<file path="src/cgsp_pkg.sv">
// Purpose: Shared constants and types for the clock generator serial port.
// Assumes: One 20 MHz system clock; serial lines arrive asynchronously.
// Notes: Register bytes 0 to 3 are held; bytes 4 to 6 read as constants.
package cgsp_pkg;

  // Target address bytes, direction bit included.
  localparam logic [7:0] ADDR_WR = 8'hD2;
  localparam logic [7:0] ADDR_RD = 8'hD3;
  // Byte count returned first in every block read (bytes 0 to 6).
  localparam logic [7:0] BYTE_COUNT = 8'h07;
  // Register bytes 0 to 3 and their byte indices.
  localparam logic [1:0] OFS_SPREAD_FREQ = 2'h0;
  localparam logic [1:0] OFS_CPU_CTRL = 2'h1;
  localparam logic [1:0] OFS_PCI_EN = 2'h2;
  localparam logic [1:0] OFS_USB_DOT_FPCI = 2'h3;
  // Read-back index of the identity byte.
  localparam logic [3:0] IDX_ID = 4'h6;
  // Identity byte value; arbitrary neutral value.
  localparam logic [7:0] ID_BYTE = 8'h11;

  // Byte 0 field positions.
  localparam int B0_SPREAD = 7;
  localparam int B0_PD_LEVEL = 6;
  localparam int B0_VCH_SEL = 5;
  localparam int B0_CPU_STOP = 4;
  localparam int B0_PCI_STOP = 3;
  localparam int B0_FREQ_LO = 0;
  // Byte 1 field positions.
  localparam int B1_MULT = 7;
  localparam int B1_STOP_LEVEL = 6;
  localparam int B1_FREE_LO = 3;
  localparam int B1_EN_LO = 0;
  // Byte 3 field positions.
  localparam int B3_DOT_EN = 7;
  localparam int B3_USB_EN = 6;
  localparam int B3_FSTOP_LO = 3;
  localparam int B3_FEN_LO = 0;

  // Power-on values; pin-sampled bits are loaded just after reset.
  localparam logic [7:0] B0_RST = 8'h08;
  localparam logic [7:0] B1_RST = 8'h07;
  localparam logic [7:0] B2_RST = 8'h7F;
  localparam logic [7:0] B3_RST = 8'hC7;
  // Writable bit masks; other bits are read-only or reserved.
  localparam logic [7:0] B0_WMASK = 8'hEF;
  localparam logic [7:0] B1_WMASK = 8'h7F;
  localparam logic [7:0] B2_WMASK = 8'h7F;
  localparam logic [7:0] B3_WMASK = 8'hFF;

  // Timing: system clock period and serial bit period.
  localparam int CLK_PERIOD_NS = 50;
  localparam int BIT_PERIOD_NS = 10000;
  localparam int HALF_BIT_CYC = BIT_PERIOD_NS / 2 / CLK_PERIOD_NS;
  // Cycles after reset release before pin straps are caught.
  localparam logic [1:0] STRAP_DELAY = 2'h2;

  // The four configuration bytes, byte 0 in the low bits.
  typedef struct packed {
    logic [7:0] b3;
    logic [7:0] b2;
    logic [7:0] b1;
    logic [7:0] b0;
  } cgsp_regs_t;

  // One received data byte bound for a register.
  typedef struct packed {
    logic [1:0] idx;
    logic [7:0] data;
  } cgsp_wr_t;

  // Output gates for the clock output stage.
  typedef struct packed {
    logic [2:0] cpu_run;
    logic [6:0] pci_run;
    logic [2:0] fpci_run;
  } cgsp_gate_t;

endpackage

</file>
<file path="src/cgsp_port.sv">
// Purpose: Two-wire serial target and configuration bytes 0 to 3.
// Assumes: Host keeps standard-mode timing; 20 MHz clock samples the lines.
// Notes: Data line is open drain; only a low level is ever driven.
// Operation
// - Write address D2 is acknowledged.
// - Read address D3 is acknowledged.
// - Command and count acknowledged, then discarded.
// - Data fills bytes upward from 0, each acknowledged.
// - Loading stops after byte 3; later bytes acknowledged, then dropped.
// - Only block writes, no indexed access.
// - Read sends byte count first.
// - Read then returns bytes 0 through 6.
// - Up to 100 kbit/s, eight-bit bytes.
// - Registers take defaults at power-on.
// - Byte 0 bit 7 enables spread spectrum.
// - Byte 0 bit 6 selects power-down level.
// - Byte 0 bit 5 selects shared output rate.
// - Byte 0 bit 4 mirrors CPU stop pin.
// - Byte 0 bit 3 caught from PCI stop.
// - Byte 0 bits 2-0 caught from frequency pins.
// - Byte 1 pin bit and stop level.
// - Byte 1 bits 5-3 make CPU pairs free-running.
// - Byte 3 bits 5-3 make free PCI stoppable.
// - Per-output enable bits, all reset to one.
// - Stoppable CPU pairs stop on CPU stop.
// - PCI outputs stop low on PCI stop.
`timescale 1ns/100ps
module cgsp_port
  import cgsp_pkg::*;
(
  input wire logic mclk, // System clock, 20 MHz.
  input wire logic resetn, // Synchronous reset, active low.
  input wire logic scl_in, // Serial clock from the host.
  input wire logic sda_in, // Serial data line level.
  output logic sda_out, // Level driven on the data line, always low.
  output logic sda_oe, // High while the data line is pulled low.
  input wire logic cpu_stop_n, // CPU stop pin, low stops.
  input wire logic pci_stop_n, // PCI stop pin, low stops.
  input wire logic power_off_n, // Power-down pin, low powers down.
  input wire logic current_mult_select, // Current multiplier pin.
  input wire logic freq_sel_hi, // Frequency select pin 2.
  input wire logic freq_sel_mid, // Frequency select pin 1.
  input wire logic freq_sel_lo, // Frequency select pin 0.
  output cgsp_regs_t cfg, // Configuration bytes 0 to 3.
  output cgsp_gate_t gates // Run gates for the output stage.
);

  // Serial engine states.
  typedef enum logic [2:0] {
    ST_IDLE, ST_ADDR, ST_AACK, ST_WBYTE, ST_WACK, ST_RBYTE, ST_RACK,
    ST_SKIP
  } cgsp_state_t;

  // Returns the byte sent back for read index idx.
  function automatic logic [7:0] rd_byte(input logic [3:0] idx,
                                         input cgsp_regs_t r);
    logic [7:0] v;
    v = 8'h00;
    case (idx)
      4'h0: v = r.b0;
      4'h1: v = r.b1;
      4'h2: v = r.b2;
      4'h3: v = r.b3;
      IDX_ID: v = ID_BYTE;
      default: v = 8'h00;
    endcase
    return v;
  endfunction

  // Merges a write into a byte, keeping its read-only bits.
  function automatic logic [7:0] merge(input logic [7:0] old,
                                       input logic [7:0] wd,
                                       input logic [7:0] mask);
    return (old & ~mask) | (wd & mask);
  endfunction

  cgsp_state_t state_reg; // Serial engine state.
  logic [8:0] meta_reg; // First synchroniser stage.
  logic [8:0] sync_reg; // Second synchroniser stage.
  logic scl_d_reg; // Serial clock one cycle later.
  logic sda_d_reg; // Serial data one cycle later.
  logic [7:0] shift_reg; // Incoming byte.
  logic [7:0] tx_reg; // Outgoing byte.
  logic [3:0] bit_reg; // Bits seen in the current byte.
  logic [3:0] idx_reg; // Byte position within the transfer.
  logic rd_reg; // Current transfer is a read.
  logic sda_oe_reg; // Data line pull-down.
  cgsp_regs_t cfg_reg; // Configuration bytes.
  cgsp_gate_t gates_reg; // Output run gates.
  logic [1:0] strap_cnt_reg; // Cycles since reset release.
  logic strap_done_reg; // Pin straps have been caught.
  cgsp_wr_t buf_reg [2]; // Two-entry write buffer.
  logic wptr_reg; // Buffer write pointer.
  logic rptr_reg; // Buffer read pointer.
  logic [1:0] cnt_reg; // Buffer fill level.

  // Names for the synchronised pins.
  logic scl_s, sda_s, cstop_s, pstop_s, poff_s, mult_s;
  logic [2:0] fs_s;
  assign scl_s = sync_reg[0];
  assign sda_s = sync_reg[1];
  assign cstop_s = sync_reg[2];
  assign pstop_s = sync_reg[3];
  assign poff_s = sync_reg[4];
  assign mult_s = sync_reg[5];
  assign fs_s = sync_reg[8:6];

  // Line events seen through the synchronisers.
  logic scl_rise, scl_fall, start_det, stop_det;
  assign scl_rise = scl_s & ~scl_d_reg;
  assign scl_fall = ~scl_s & scl_d_reg;
  assign start_det = scl_s & scl_d_reg & ~sda_s & sda_d_reg;
  assign stop_det = scl_s & scl_d_reg & sda_s & ~sda_d_reg;

  // Buffer handshake terms.
  logic in_valid, in_ready, out_valid, out_ready;
  logic byte_end, data_pos;
  cgsp_wr_t in_item, out_item;
  logic [7:0] tx_next; // Byte that the next read slot sends back.
  assign tx_next = rd_byte(idx_reg, cfg_reg);
  assign byte_end = scl_fall & (bit_reg == 4'h8);
  // Only positions 2 to 5 carry register data; 0 and 1 are dropped.
  assign data_pos = (idx_reg >= 4'h2) & (idx_reg <= 4'h5);
  assign in_ready = (cnt_reg != 2'h2);
  assign in_valid = (state_reg == ST_WBYTE) & byte_end & data_pos;
  assign in_item.idx = 2'(idx_reg - 4'h2);
  assign in_item.data = shift_reg;
  assign out_valid = (cnt_reg != 2'h0);
  assign out_item = buf_reg[rptr_reg];
  // Draining pauses while a read byte is loaded, so the snapshot is clean.
  // It also waits for the strap capture, which would otherwise swallow it.
  assign out_ready = strap_done_reg & ~((state_reg == ST_RACK) & scl_fall);

  // Two flip-flops on every pin before any logic looks at it.
  always_ff @(posedge mclk) begin
    if (!resetn) begin
      meta_reg <= 9'h1FF;
      sync_reg <= 9'h1FF;
    end else begin
      meta_reg <= {freq_sel_hi, freq_sel_mid, freq_sel_lo,
                   current_mult_select, power_off_n, pci_stop_n,
                   cpu_stop_n, sda_in, scl_in};
      sync_reg <= meta_reg;
    end
  end

  // Delayed copies for edge and condition detection.
  always_ff @(posedge mclk) begin
    if (!resetn) begin
      scl_d_reg <= 1'b1;
      sda_d_reg <= 1'b1;
    end else begin
      scl_d_reg <= scl_s;
      sda_d_reg <= sda_s;
    end
  end

  // Serial engine: bits are taken on the rising clock, driven on falling.
  always_ff @(posedge mclk) begin
    if (!resetn) begin
      state_reg <= ST_IDLE;
      shift_reg <= 8'h00;
      tx_reg <= 8'h00;
      bit_reg <= 4'h0;
      idx_reg <= 4'h0;
      rd_reg <= 1'b0;
      sda_oe_reg <= 1'b0;
    end else if (start_det) begin
      // A start, repeated or not, always restarts address reception.
      state_reg <= ST_ADDR;
      bit_reg <= 4'h0;
      sda_oe_reg <= 1'b0;
    end else if (stop_det) begin
      // Stop ends any transfer; writes load bytes 0 to 3 only.
      state_reg <= ST_IDLE;
      sda_oe_reg <= 1'b0;
    end else begin
      case (state_reg)
        ST_ADDR, ST_WBYTE: begin
          if (scl_rise && bit_reg != 4'h8) begin
            // Eight-bit bytes, most significant bit first.
            shift_reg <= {shift_reg[6:0], sda_s};
            bit_reg <= bit_reg + 4'h1;
          end else if (byte_end && state_reg == ST_ADDR) begin
            if (shift_reg == ADDR_WR || shift_reg == ADDR_RD) begin
              sda_oe_reg <= 1'b1;
              rd_reg <= shift_reg[0];
              state_reg <= ST_AACK;
            end else begin
              state_reg <= ST_SKIP;
            end
          end else if (byte_end) begin
            // Command and count are acknowledged unconditionally.
            if (!data_pos || in_ready) begin
              sda_oe_reg <= 1'b1;
              state_reg <= ST_WACK;
            end else begin
              // A full buffer cannot take the byte: refuse it.
              state_reg <= ST_SKIP;
            end
          end
        end
        ST_AACK: begin
          if (scl_fall) begin
            bit_reg <= 4'h0;
            idx_reg <= 4'h0;
            if (rd_reg) begin
              // The byte count leads every read.
              tx_reg <= BYTE_COUNT;
              sda_oe_reg <= ~BYTE_COUNT[7];
              state_reg <= ST_RBYTE;
            end else begin
              // Writes always begin with the command byte.
              sda_oe_reg <= 1'b0;
              state_reg <= ST_WBYTE;
            end
          end
        end
        ST_WACK: begin
          if (scl_fall) begin
            sda_oe_reg <= 1'b0;
            bit_reg <= 4'h0;
            // Position saturates; bytes past the last are acknowledged.
            if (idx_reg != 4'hF) begin
              idx_reg <= idx_reg + 4'h1;
            end
            state_reg <= ST_WBYTE;
          end
        end
        ST_RBYTE: begin
          if (scl_fall) begin
            if (bit_reg == 4'h7) begin
              sda_oe_reg <= 1'b0; // Release for the host's answer.
              state_reg <= ST_RACK;
            end else begin
              tx_reg <= {tx_reg[6:0], 1'b0};
              sda_oe_reg <= ~tx_reg[6];
              bit_reg <= bit_reg + 4'h1;
            end
          end
        end
        ST_RACK: begin
          if (scl_rise && sda_s) begin
            // No acknowledge: the host is done reading.
            state_reg <= ST_SKIP;
          end else if (scl_fall) begin
            // Next byte in order, 0 through 6, zeros after.
            tx_reg <= tx_next;
            sda_oe_reg <= ~tx_next[7];
            bit_reg <= 4'h0;
            if (idx_reg != 4'hF) begin
              idx_reg <= idx_reg + 4'h1;
            end
            state_reg <= ST_RBYTE;
          end
        end
        ST_SKIP: begin
          sda_oe_reg <= 1'b0; // Line stays released until stop.
        end
        ST_IDLE: begin
          sda_oe_reg <= 1'b0;
        end
        default: begin
          state_reg <= ST_IDLE;
          sda_oe_reg <= 1'b0;
        end
      endcase
    end
  end

  // Write buffer: the serial side fills, the register file drains.
  always_ff @(posedge mclk) begin
    if (!resetn) begin
      wptr_reg <= 1'b0;
      rptr_reg <= 1'b0;
      cnt_reg <= 2'h0;
      buf_reg[0] <= '0;
      buf_reg[1] <= '0;
    end else begin
      if (in_valid && in_ready) begin
        buf_reg[wptr_reg] <= in_item;
        wptr_reg <= ~wptr_reg;
      end
      if (out_valid && out_ready) begin
        rptr_reg <= ~rptr_reg;
      end
      cnt_reg <= cnt_reg + 2'(in_valid && in_ready)
                 - 2'(out_valid && out_ready);
    end
  end

  // Strap timer: pins are caught once the synchronisers hold real values.
  always_ff @(posedge mclk) begin
    if (!resetn) begin
      strap_cnt_reg <= 2'h0;
      strap_done_reg <= 1'b0;
    end else if (!strap_done_reg) begin
      strap_cnt_reg <= strap_cnt_reg + 2'h1;
      strap_done_reg <= (strap_cnt_reg == STRAP_DELAY);
    end
  end

  // Register file: defaults, strap capture, live pins and writes.
  always_ff @(posedge mclk) begin
    if (!resetn) begin
      cfg_reg.b0 <= B0_RST;
      cfg_reg.b1 <= B1_RST;
      cfg_reg.b2 <= B2_RST;
      cfg_reg.b3 <= B3_RST;
    end else begin
      if (!strap_done_reg && strap_cnt_reg == STRAP_DELAY) begin
        cfg_reg.b0[B0_PCI_STOP] <= pstop_s;
        cfg_reg.b0[B0_FREQ_LO +: 3] <= fs_s;
      end else if (out_valid && out_ready) begin
        case (out_item.idx)
          OFS_SPREAD_FREQ:
            cfg_reg.b0 <= merge(cfg_reg.b0, out_item.data, B0_WMASK);
          OFS_CPU_CTRL:
            cfg_reg.b1 <= merge(cfg_reg.b1, out_item.data, B1_WMASK);
          OFS_PCI_EN:
            cfg_reg.b2 <= merge(cfg_reg.b2, out_item.data, B2_WMASK);
          default:
            cfg_reg.b3 <= merge(cfg_reg.b3, out_item.data, B3_WMASK);
        endcase
      end
      // Read-only bits track their pins every cycle.
      cfg_reg.b0[B0_CPU_STOP] <= cstop_s;
      cfg_reg.b1[B1_MULT] <= mult_s;
    end
  end

  // Output gates; the output stage stops each clock at its next edge.
  always_ff @(posedge mclk) begin
    if (!resetn) begin
      gates_reg <= '0;
    end else begin
      gates_reg.cpu_run <= cfg_reg.b1[B1_EN_LO +: 3] & {3{poff_s}}
        & (cfg_reg.b1[B1_FREE_LO +: 3] | {3{cstop_s}});
      gates_reg.pci_run <= cfg_reg.b2[6:0] & {7{poff_s & pstop_s}};
      gates_reg.fpci_run <= cfg_reg.b3[B3_FEN_LO +: 3] & {3{poff_s}}
        & (~cfg_reg.b3[B3_FSTOP_LO +: 3] | {3{pstop_s}});
    end
  end

  assign sda_oe = sda_oe_reg;
  assign sda_out = 1'b0;
  assign cfg = cfg_reg;
  assign gates = gates_reg;
endmodule

</file>
<file path="config.mk">
export PLATFORM = sky130hd
export DESIGN_NAME = cgsp_port
export DESIGN_NICKNAME = d
export VERILOG_FILES = /design/src/cgsp_pkg.sv /design/src/cgsp_port.sv
export SDC_FILE = /design/constraint.sdc
export NUM_CORES = 1
export LEC_CHECK = 0
export BUFFER_PORTS_ARGS = -buffer_cell sky130_fd_sc_hd__buf_2
export CORE_ASPECT_RATIO = 1.75
export CORE_MARGIN = 5
export CORE_UTILIZATION = 51
export CTS_BUF_LIST = sky130_fd_sc_hd__clkbuf_8
export DETAILED_ROUTE_END_ITERATION = 10
export PLACE_DENSITY = 0.71
export SETUP_SLACK_MARGIN = 0.05
export SLEW_MARGIN = 20
export SYNTH_ARGS = -nofsm -noshare
export SYNTH_HDL_FRONTEND = slang
export SYNTH_SLANG_ARGS = --single-unit
</file>
<file path="constraint.sdc">
create_clock -name mclk -period 3.1 [get_ports mclk]
set_clock_uncertainty 0.05 [all_clocks]
set_input_delay 0.155 -clock mclk [delete_from_list [all_inputs] [get_ports mclk]]
set_output_delay 0.155 -clock mclk [all_outputs]
set_load 0.01 [all_outputs]
</file>
-- Word-level counts from Yosys, hierarchy flattened
Memories as Yosys holds them, arrays and structs flattened. A register that Yosys moved wholly into a read port is not among the register bits.
Index checks and enable logic that the tools add are counted.
- word-level logic and storage cells: 219
- bits in latches: 0
- register bits: 100
- memory bits (read-only): 0
- bits in writable memories: 20
- memories: 1
- eq/ne operators: 42
- shifts and indexed selects: 0
- multiply operators: 0
- muxes and demuxes: 60
- $add $sub $neg: 6
- bitwise logic cells: 40
- reduce and logical (&&, ||, !) cells: 41
- divide/modulo/power cells: 0
- order comparisons: 2
- memory list (memory ; depth ; bits a word ; rd ports ; clocked after memory_dff ; wr ports ; line ; text):
    buf_reg ; 2 ; 10 ; 1 ; 1 ; 2 ; cgsp_port.sv:92 ; cgsp_wr_t buf_reg [2];
- operators by type and width (cell ; number):
    $mux 4 ; 12
    $mux 7 ; 6
    $pmux 8 s5 ; 1
    $mux 3 ; 11
    $ne 4x4->1 const B ; 7
    $mux 1 ; 23
    $ne 2x2->1 const B ; 11
    $pmux 7 s3 ; 1
    $reduce_and 9->1 ; 2
    $eq 8x8->1 const B ; 2
    $or 8x7->8 ; 2
    $pmux 4 s4 ; 1
    $reduce_and 8->1 ; 2
    $not 1->1 ; 15
    $pmux 3 s5 ; 1
    $and 1x1->1 ; 14
    $and 3x3->3 ; 4
    $eq 3x3->1 const B ; 4
    $pmux 4 s3 ; 1
    $reduce_and 3->1 ; 4
    $reduce_and 6->1 ; 2
    $mux 10 ; 1
    $reduce_or 10->1 ; 1
    $ne 3x3->1 const B ; 3
    other kinds (40) ; 60

-- Depth between registers and ports, before layout
Gate-level depths: netlist of the first run.
- depth after elaboration: 11
- depth in mapped cells: 13
- gate-level depth less buffers: 12

-- Worst setup path after synthesis of the first run
OpenSTA, ideal clock, no wires.
- path type: register -> register
- from: register idx_reg[1]
- to: memory buf_reg[0][0] in the netlist's numbering, enable pin
- stages on the path, launching flop included: 9
- setup slack: 0.350 ns
- period minus slack after synthesis: 2.750 ns
- data required time: 2.659 ns
- arrival: 2.309 ns
- cells stage by stage: dfxtp_1 inv_1 ha_1 clkbuf_1 nor2_1 a211o_1 nor3_4 inv_1 o21ai_0
- RTL lines (item ; line ; text):
    from (decl) ; cgsp_port.sv:85 ; logic [3:0] idx_reg;
    from (signal assigned) ; cgsp_port.sv:225 ; idx_reg <= idx_reg + 4'h1;
    from (signal assigned) ; cgsp_port.sv:252 ; idx_reg <= idx_reg + 4'h1;
    to (decl) ; cgsp_port.sv:92 ;

-- Final worst setup path of the first run
- from: register idx_reg[0]
- to: register cnt_reg[1]
- longest elaborated chain between the ends: 6
- RTL lines (item ; line ; text):
    $ge 4x2->1 or $le 4x3->1 (tied branches) ; cgsp_port.sv:123 ; assign data_pos = (idx_reg >= 4'h2) & (idx_reg <= 4'h5);
    $and 1x1->1 (*) ; cgsp_port.sv:123 ;
    $and 1x1->1 (*) ; cgsp_port.sv:125 ; assign in_valid = (state_reg == ST_WBYTE) & byte_end & data_pos;
    $logic_and 1x1->1 (*) ; cgsp_port.sv:287 ; cnt_reg <= cnt_reg + 2'(in_valid && in_ready)
    $add 2x1->2 (*) ; cgsp_port.sv:287 ;
    $sub 2x1->2 (*) ; cgsp_port.sv:288 ; - 2'(out_valid && out_ready);
    to (signal assigned) ; cgsp_port.sv:287 ;
    to (decl) ; cgsp_port.sv:95 ; logic [1:0] cnt_reg;
Every way passes the cells marked *; elsewhere a longest branch is shown, timed or not.
A chain may end at the register's enable or synchronous reset.

==> flow_metrics.tcl, run 1 <==
set metrics [dict create \
    outcome "complete, no violations" \
    final_common_cell "dfxtp_1" \
    diodes 0 \
    dieHeight_um 143 \
    cpMostUsedCell "ha_1" \
    grt_max_degree 38 \
    finalHoldViolCount 0 \
    via_count 4128 \
    use_met2_pct 37.5 \
    layout_common_cells "dfxtp_1 (100), buf_2 (55), nand2_1 (53)" \
    postCtsHoldBufs 9 \
    clk-insertion-delay-late_ps 430 \
    critPathMaxFanout 9 \
    cts_htree_levels 4 \
    syn_avg_cell_area_um2 9.91 \
    gp_congestion 0.977 \
    gr-max-usage-layer "met2" \
    critPathArrivalTime_ps 3050 \
    timing.rr.start "idx_reg[0]$_SDFFE_PN0P_" \
    cts_buffers 17 \
    synth-edff-count 20 \
    core_mm2 0.00991 \
    fin_crit_sh_pct 89.5 \
    ios 58 \
    largest_reg_flops 31 \
    syn-cell-area_mm2 0.00518 \
    dp_hpwl_um 9510 \
    drive_above_1_share_pct 17.8 \
    holdPathStages 2 \
    layout.nets 603 \
    ys_seq_elements 120 \
    initial_core_util_pct 52.3 \
    min_from "resetn" \
    setup-violations-final 0 \
    path_class "register to register" \
    cts_tree "yes" \
    ys_seq_area_share_pct 50.2 \
    remaining_drc_errors 0 \
    fp-row-count 48 \
    grt_pass1_vias 3974 \
    drt_wl_total_um 12800 \
    critPathRequiredTime_ps 3370 \
    cp_cell_sequence "ha_1, nor2_1, a211o_1, nor3_4, inv_1, ha_1, inv_1, ha_1, xnor2_1, xnor2_1, and2_1" \
    wl_per_cell_um 17.8 \
    syn_to_final_growth_pct 16.8 \
    die_x_um 86.2 \
    port-buffer-count 55 \
    track_usage_pct 21.1 \
    dominantRegCellSynth "dfxtp_1" \
    hold_path.class "input port to register" \
    r2r_cells 11 \
    grt_pass1_wl_um 19700 \
    synth_top_area_share_pct 38.6 \
    ir_worst_vdd_v 0.000366 \
    maxSlewViolCount 0 \
    viasPerCell 5.73 \
    clock_sinks 120 \
    p_leak_nw 2.65 \
    ys_top_cells_by_area "dfxtp_1 (39%), edfxtp_1 (12%), and2_1 (4.2%), nand2_1 (3.8%), mux2i_1 (3.5%)" \
    max_stage_delay_ps 460 \
    drt_iter0_drc 197 \
    crit_buf_inv 2 \
    synthDistinctLibCells 64 \
    grt_use_met3_pct 5.05 \
    tns_ps 0 \
    root_buffer "clkbuf_8" \
    crit_path_start_kind "register" \
    clkTransAtPathRegs_ps 70 \
    cp-end-kind "register" \
    powerDensity_mw_per_mm2 571 \
    gr-total-overflow 0 \
    post-route-min-period_ps 2770 \
    critPathTopFamily "adder cells" \
    rsz0062_at_grt "no" \
    drtPass1Iterations 5 \
    ctsResizeCount 0 \
    clock.fmax_mhz 360 \
    critPathSlowestCell "dfxtp_1" \
    die-area_mm2 0.0124 \
    drv_cap 0 \
    yosys_warnings 0 \
    syn-instance-count 523 \
    antenna_found_initial 0 \
    slew_headroom_pct 54.2 \
    postCtsSetupRepairBufs 0 \
    path_depth 11 \
    worst-slew-pin-transition_ps 668 \
    drtAntennaViolNets 0 \
    yosysTopAreaCell "dfxtp_1" \
    met1_usage_pct 19.8 \
    critPathLaunch "idx_reg[0]$_SDFFE_PN0P_" \
    finalPower_mw 3.46 \
    clock_path_buffers 2 \
    synthArstFlopShare_pct 0 \
]
[layer usage]
metal  up-vias  share of wire [%]
met4         0                8.2
met3        59                6.6
met1      1920                 35
met5         -                  0
met2       172                 50
li1       1977                  -
[synthesized netlist by cell type, drive strengths merged (3+ instances only)]
cell type	n
nand2	53
o21ai	25
o211a	15
a21oi	11
a21boi	5
o211ai	17
nand3	6
a221oi	5
inv	15
nand4b	3
and3	9
o311ai	3
clkbuf	26
o21a	4
nor3	10
or3	3
and2	35
a222oi	3
xor2	3
nand4	3
a22oi	11
dfxtp	100
ha	9
nor2	15
xnor2	3
buf	9
nor2b	19
mux2i	18
edfxtp	20
nand2b	27
nand3b	6
[cell families (layout without fill, tap and decap cells)]
| group | Yosys count | after routing | share of synthesized area, % |
|---|---|---|---|
| and+or+nand+nor | 201 | 201 | 21.8 |
| adders and majority gates | 9 | 9 | 2.17 |
| DFF | 120 | 120 | 50.2 |
| AOI/OAI and AO/OA | 118 | 118 | 17.1 |
| buffers and inverters | 50 | 122 | 4.13 |
| muxes | 18 | 18 | 3.48 |
| other | 1 | 2 | 0.0724 |
| xor gates and xnor gates | 6 | 6 | 1.01 |
[worst paths after layout]
kind	slack, ps	endpoint
setup / recovery	330	cnt_reg[1]$_SDFF_PN0_
hold / removal	130	sync_reg[0]$_SDFF_PN1_
setup reg to reg	330	cnt_reg[1]$_SDFF_PN0_
hold reg to reg	360	sync_reg[5]$_SDFF_PN1_
[area by class of cell]
type	count	area, µm²
Fill cell	843	3860
Clock buffer	17	234
Tap cell	125	156
Inverter	15	56.3
Clock inverter	15	184
Sequential cell	120	2600
Timing Repair Buffer	75	448
Multi-Input combinational cell	354	2370
[stage by stage]
stage	cell area, µm²	setup WS (ps)	utilization, %	std cells	hold WS (ps)
4_1_cts	6050	346	61.0	721	113
3_5_place_dp	5540	368	55.9	680	289
2_1_floorplan	5180	350	-	524	206
5_1_grt	6050	136	61.0	721	155
6_report	6050	326	61.0	721	129
3_3_place_gp	5540	519	55.9	680	284
[power breakdown]
part           internal, mW  switching (mW)
combinational         0.120           0.135
sequential             1.65          0.0680
clock                 0.863           0.615
total                  2.64           0.818
(Power assumes the default switching activity.)
==> run 2, diff against run 1 <==
==> constraint.sdc (replaced) <==
create_clock -name mclk -period 3.1 [get_ports mclk]
set_clock_uncertainty 0.05 [all_clocks]
set_input_delay 0.31 -clock mclk [delete_from_list [all_inputs] [get_ports mclk]]
set_output_delay 0.31 -clock mclk [all_outputs]
set_load 0.01 [all_outputs]
==> run 2 against run 1 <==
Effect of this change:
- worst hold slack got worse by 110 ps
- maximum frequency increased by 0.52%
- clock power about the same
- sequential share of layout area increased by 0.29 points
- combinational power decreased by 2%
- utilization decreased by 0.40 points
- register-to-register slack about the same
- non-clock buffer count decreased by 4
- sequential power about the same
- critical path type unchanged
- largest cell class unchanged
==> flow_metrics.tcl, run 2 (synthesis results as in run 1) <==
set metrics [dict create \
    drt_wl_total_um 12700 \
    dpl_cell_area_mm2 0.00554 \
    drv_cap 0 \
    regArea_mm2 0.00260 \
    hold_path.class "input port to register" \
    track_usage_pct 21.0 \
    n_fill_cell 847 \
    holdPathStages 2 \
    p_leak_nw 2.64 \
    ios 58 \
    clk-insertion-delay-late_ps 430 \
    post-route-min-period_ps 2760 \
    postCtsSetupRepairBufs 0 \
    fp-row-count 48 \
    finish.instance_area_mm2 0.00601 \
    core_mm2 0.00991 \
    grt_pass1_wl_um 19600 \
    via_count 4106 \
    drtPass1Iterations 8 \
    rsz0062_at_grt "no" \
    diodes 0 \
    ir_worst_vdd_v 0.000364 \
    port-buffer-count 55 \
    critPathMaxFanout 9 \
    finalHoldViolCount 0 \
    stdcell_count 717 \
    layout.nets 599 \
    crit_path_start_kind "register" \
    fin_ws_ps 340 \
    grt_pass1_vias 3950 \
    dieHeight_um 143 \
    wl_per_cell_um 17.8 \
    path_depth 12 \
    postCtsHoldBufs 5 \
    grt_max_degree 38 \
    crit_buf_inv 3 \
    setup-violations-final 0 \
    gp_congestion 0.977 \
    syn_to_final_growth_pct 16.0 \
    utilization_pct 60.6 \
    r2r_cells 12 \
    maxSlewViolCount 0 \
    outcome "complete, no violations" \
    gr-total-overflow 0 \
    clkTransAtPathRegs_ps 70 \
    slew_headroom_pct 56.2 \
    drtAntennaViolNets 0 \
    ctsResizeCount 0 \
    die_x_um 86.2 \
    place_worst_setup_slack_ps 368 \
    cp_cell_sequence "inv_1, ha_1, nor2_1, a211o_1, nor3_4, inv_1, ha_1, inv_1, ha_1, xnor2_1, xnor2_1, and2_1" \
    cts_htree_levels 4 \
    drt_iter0_drc 207 \
    drive_above_1_share_pct 17.9 \
    multi_input_area_mm2 0.00237 \
    clock.fmax_mhz 362 \
    clock_path_buffers 2 \
    root_buffer "clkbuf_8" \
    worst-slew-pin-transition_ps 639 \
    initial_core_util_pct 52.3 \
    fin_crit_sh_pct 89.0 \
    finalPower_mw 3.45 \
    cts_tree "yes" \
    layout_common_cells "dfxtp_1 (100), buf_2 (55), nand2_1 (53)" \
    remaining_drc_errors 0 \
    critPathRequiredTime_ps 3370 \
    critPathArrivalTime_ps 3030 \
    critPathTopFamily "adder cells" \
    viasPerCell 5.73 \
    tns_ps 0 \
    max_stage_delay_ps 380 \
    post-place-cells 680 \
    largest_reg_flops 31 \
    whs_ps 17.1 \
    cp-end-kind "register" \
    critPathSlowestCell "dfxtp_1" \
    dp_hpwl_um 9510 \
    cts_buffers 17 \
    clock_sinks 120 \
    powerDensity_mw_per_mm2 574 \
    path_class "register to register" \
    final_common_cell "dfxtp_1" \
    antenna_found_initial 0 \
    die-area_mm2 0.0124 \
]
-- run 2: cell types whose count changed in the layout (fill, tap and decap cells not counted), sizes merged --
| cell | previous run | this run |
|---|---|---|
| dlygate4sd3 | 9 | 5 |
-- run 2: worst reg2reg max path: cells and delay by family (launching register included) --
| kind | cells | cell delay [ps] |
|---|---|---|
| flip-flops | 1 | 380 |
| AO/OA/AOI/OAI | 1 | 380 |
| adder cells (fa/ha/maj) | 3 | 820 |
| buffers and inverters | 3 | 250 |
| AND/OR/NAND/NOR | 3 | 520 |
| XOR/XNOR | 2 | 250 |
-- run 2: where the power goes --
part | switching, mW | leakage, nW | internal, mW
Clock | 0.609 | 0.212 | 0.863
Combinational | 0.135 | 1.42 | 0.116
Sequential | 0.0692 | 1.01 | 1.66
Total | 0.813 | 2.64 | 2.63
-- run 2: cell type report --
cell class / count / share of cell area, %
Sequential cell: 120 / 43.3
Timing Repair Buffer: 71 / 6.79
Tap cell: 125 / 2.60
Multi-Input combinational cell: 354 / 39.4
Clock inverter: 15 / 3.06
Clock buffer: 17 / 3.89
Inverter: 15 / 0.937
-- run 2: path summary, 6_finish.rpt --
path | slack (ps) | startpoint | endpoint
max | 340 | idx_reg[0]$_SDFFE_PN0P_ | cnt_reg[1]$_SDFF_PN0_
min | 20 | freq_sel_lo | meta_reg[6]$_SDFF_PN1_
max reg2reg | 340 | idx_reg[0]$_SDFFE_PN0P_ | cnt_reg[1]$_SDFF_PN0_
min reg2reg | 360 | meta_reg[5]$_SDFF_PN1_ | sync_reg[5]$_SDFF_PN1_
-- run 2: metal layers --
layer  share of wire, %  up-vias  track usage (%)
met4                9.0        0             17.7
met2                 49      172             37.5
li1                   -     1966                -
met1                 35     1898             19.8
met3                6.4       70             5.05
met5                  0        -                0
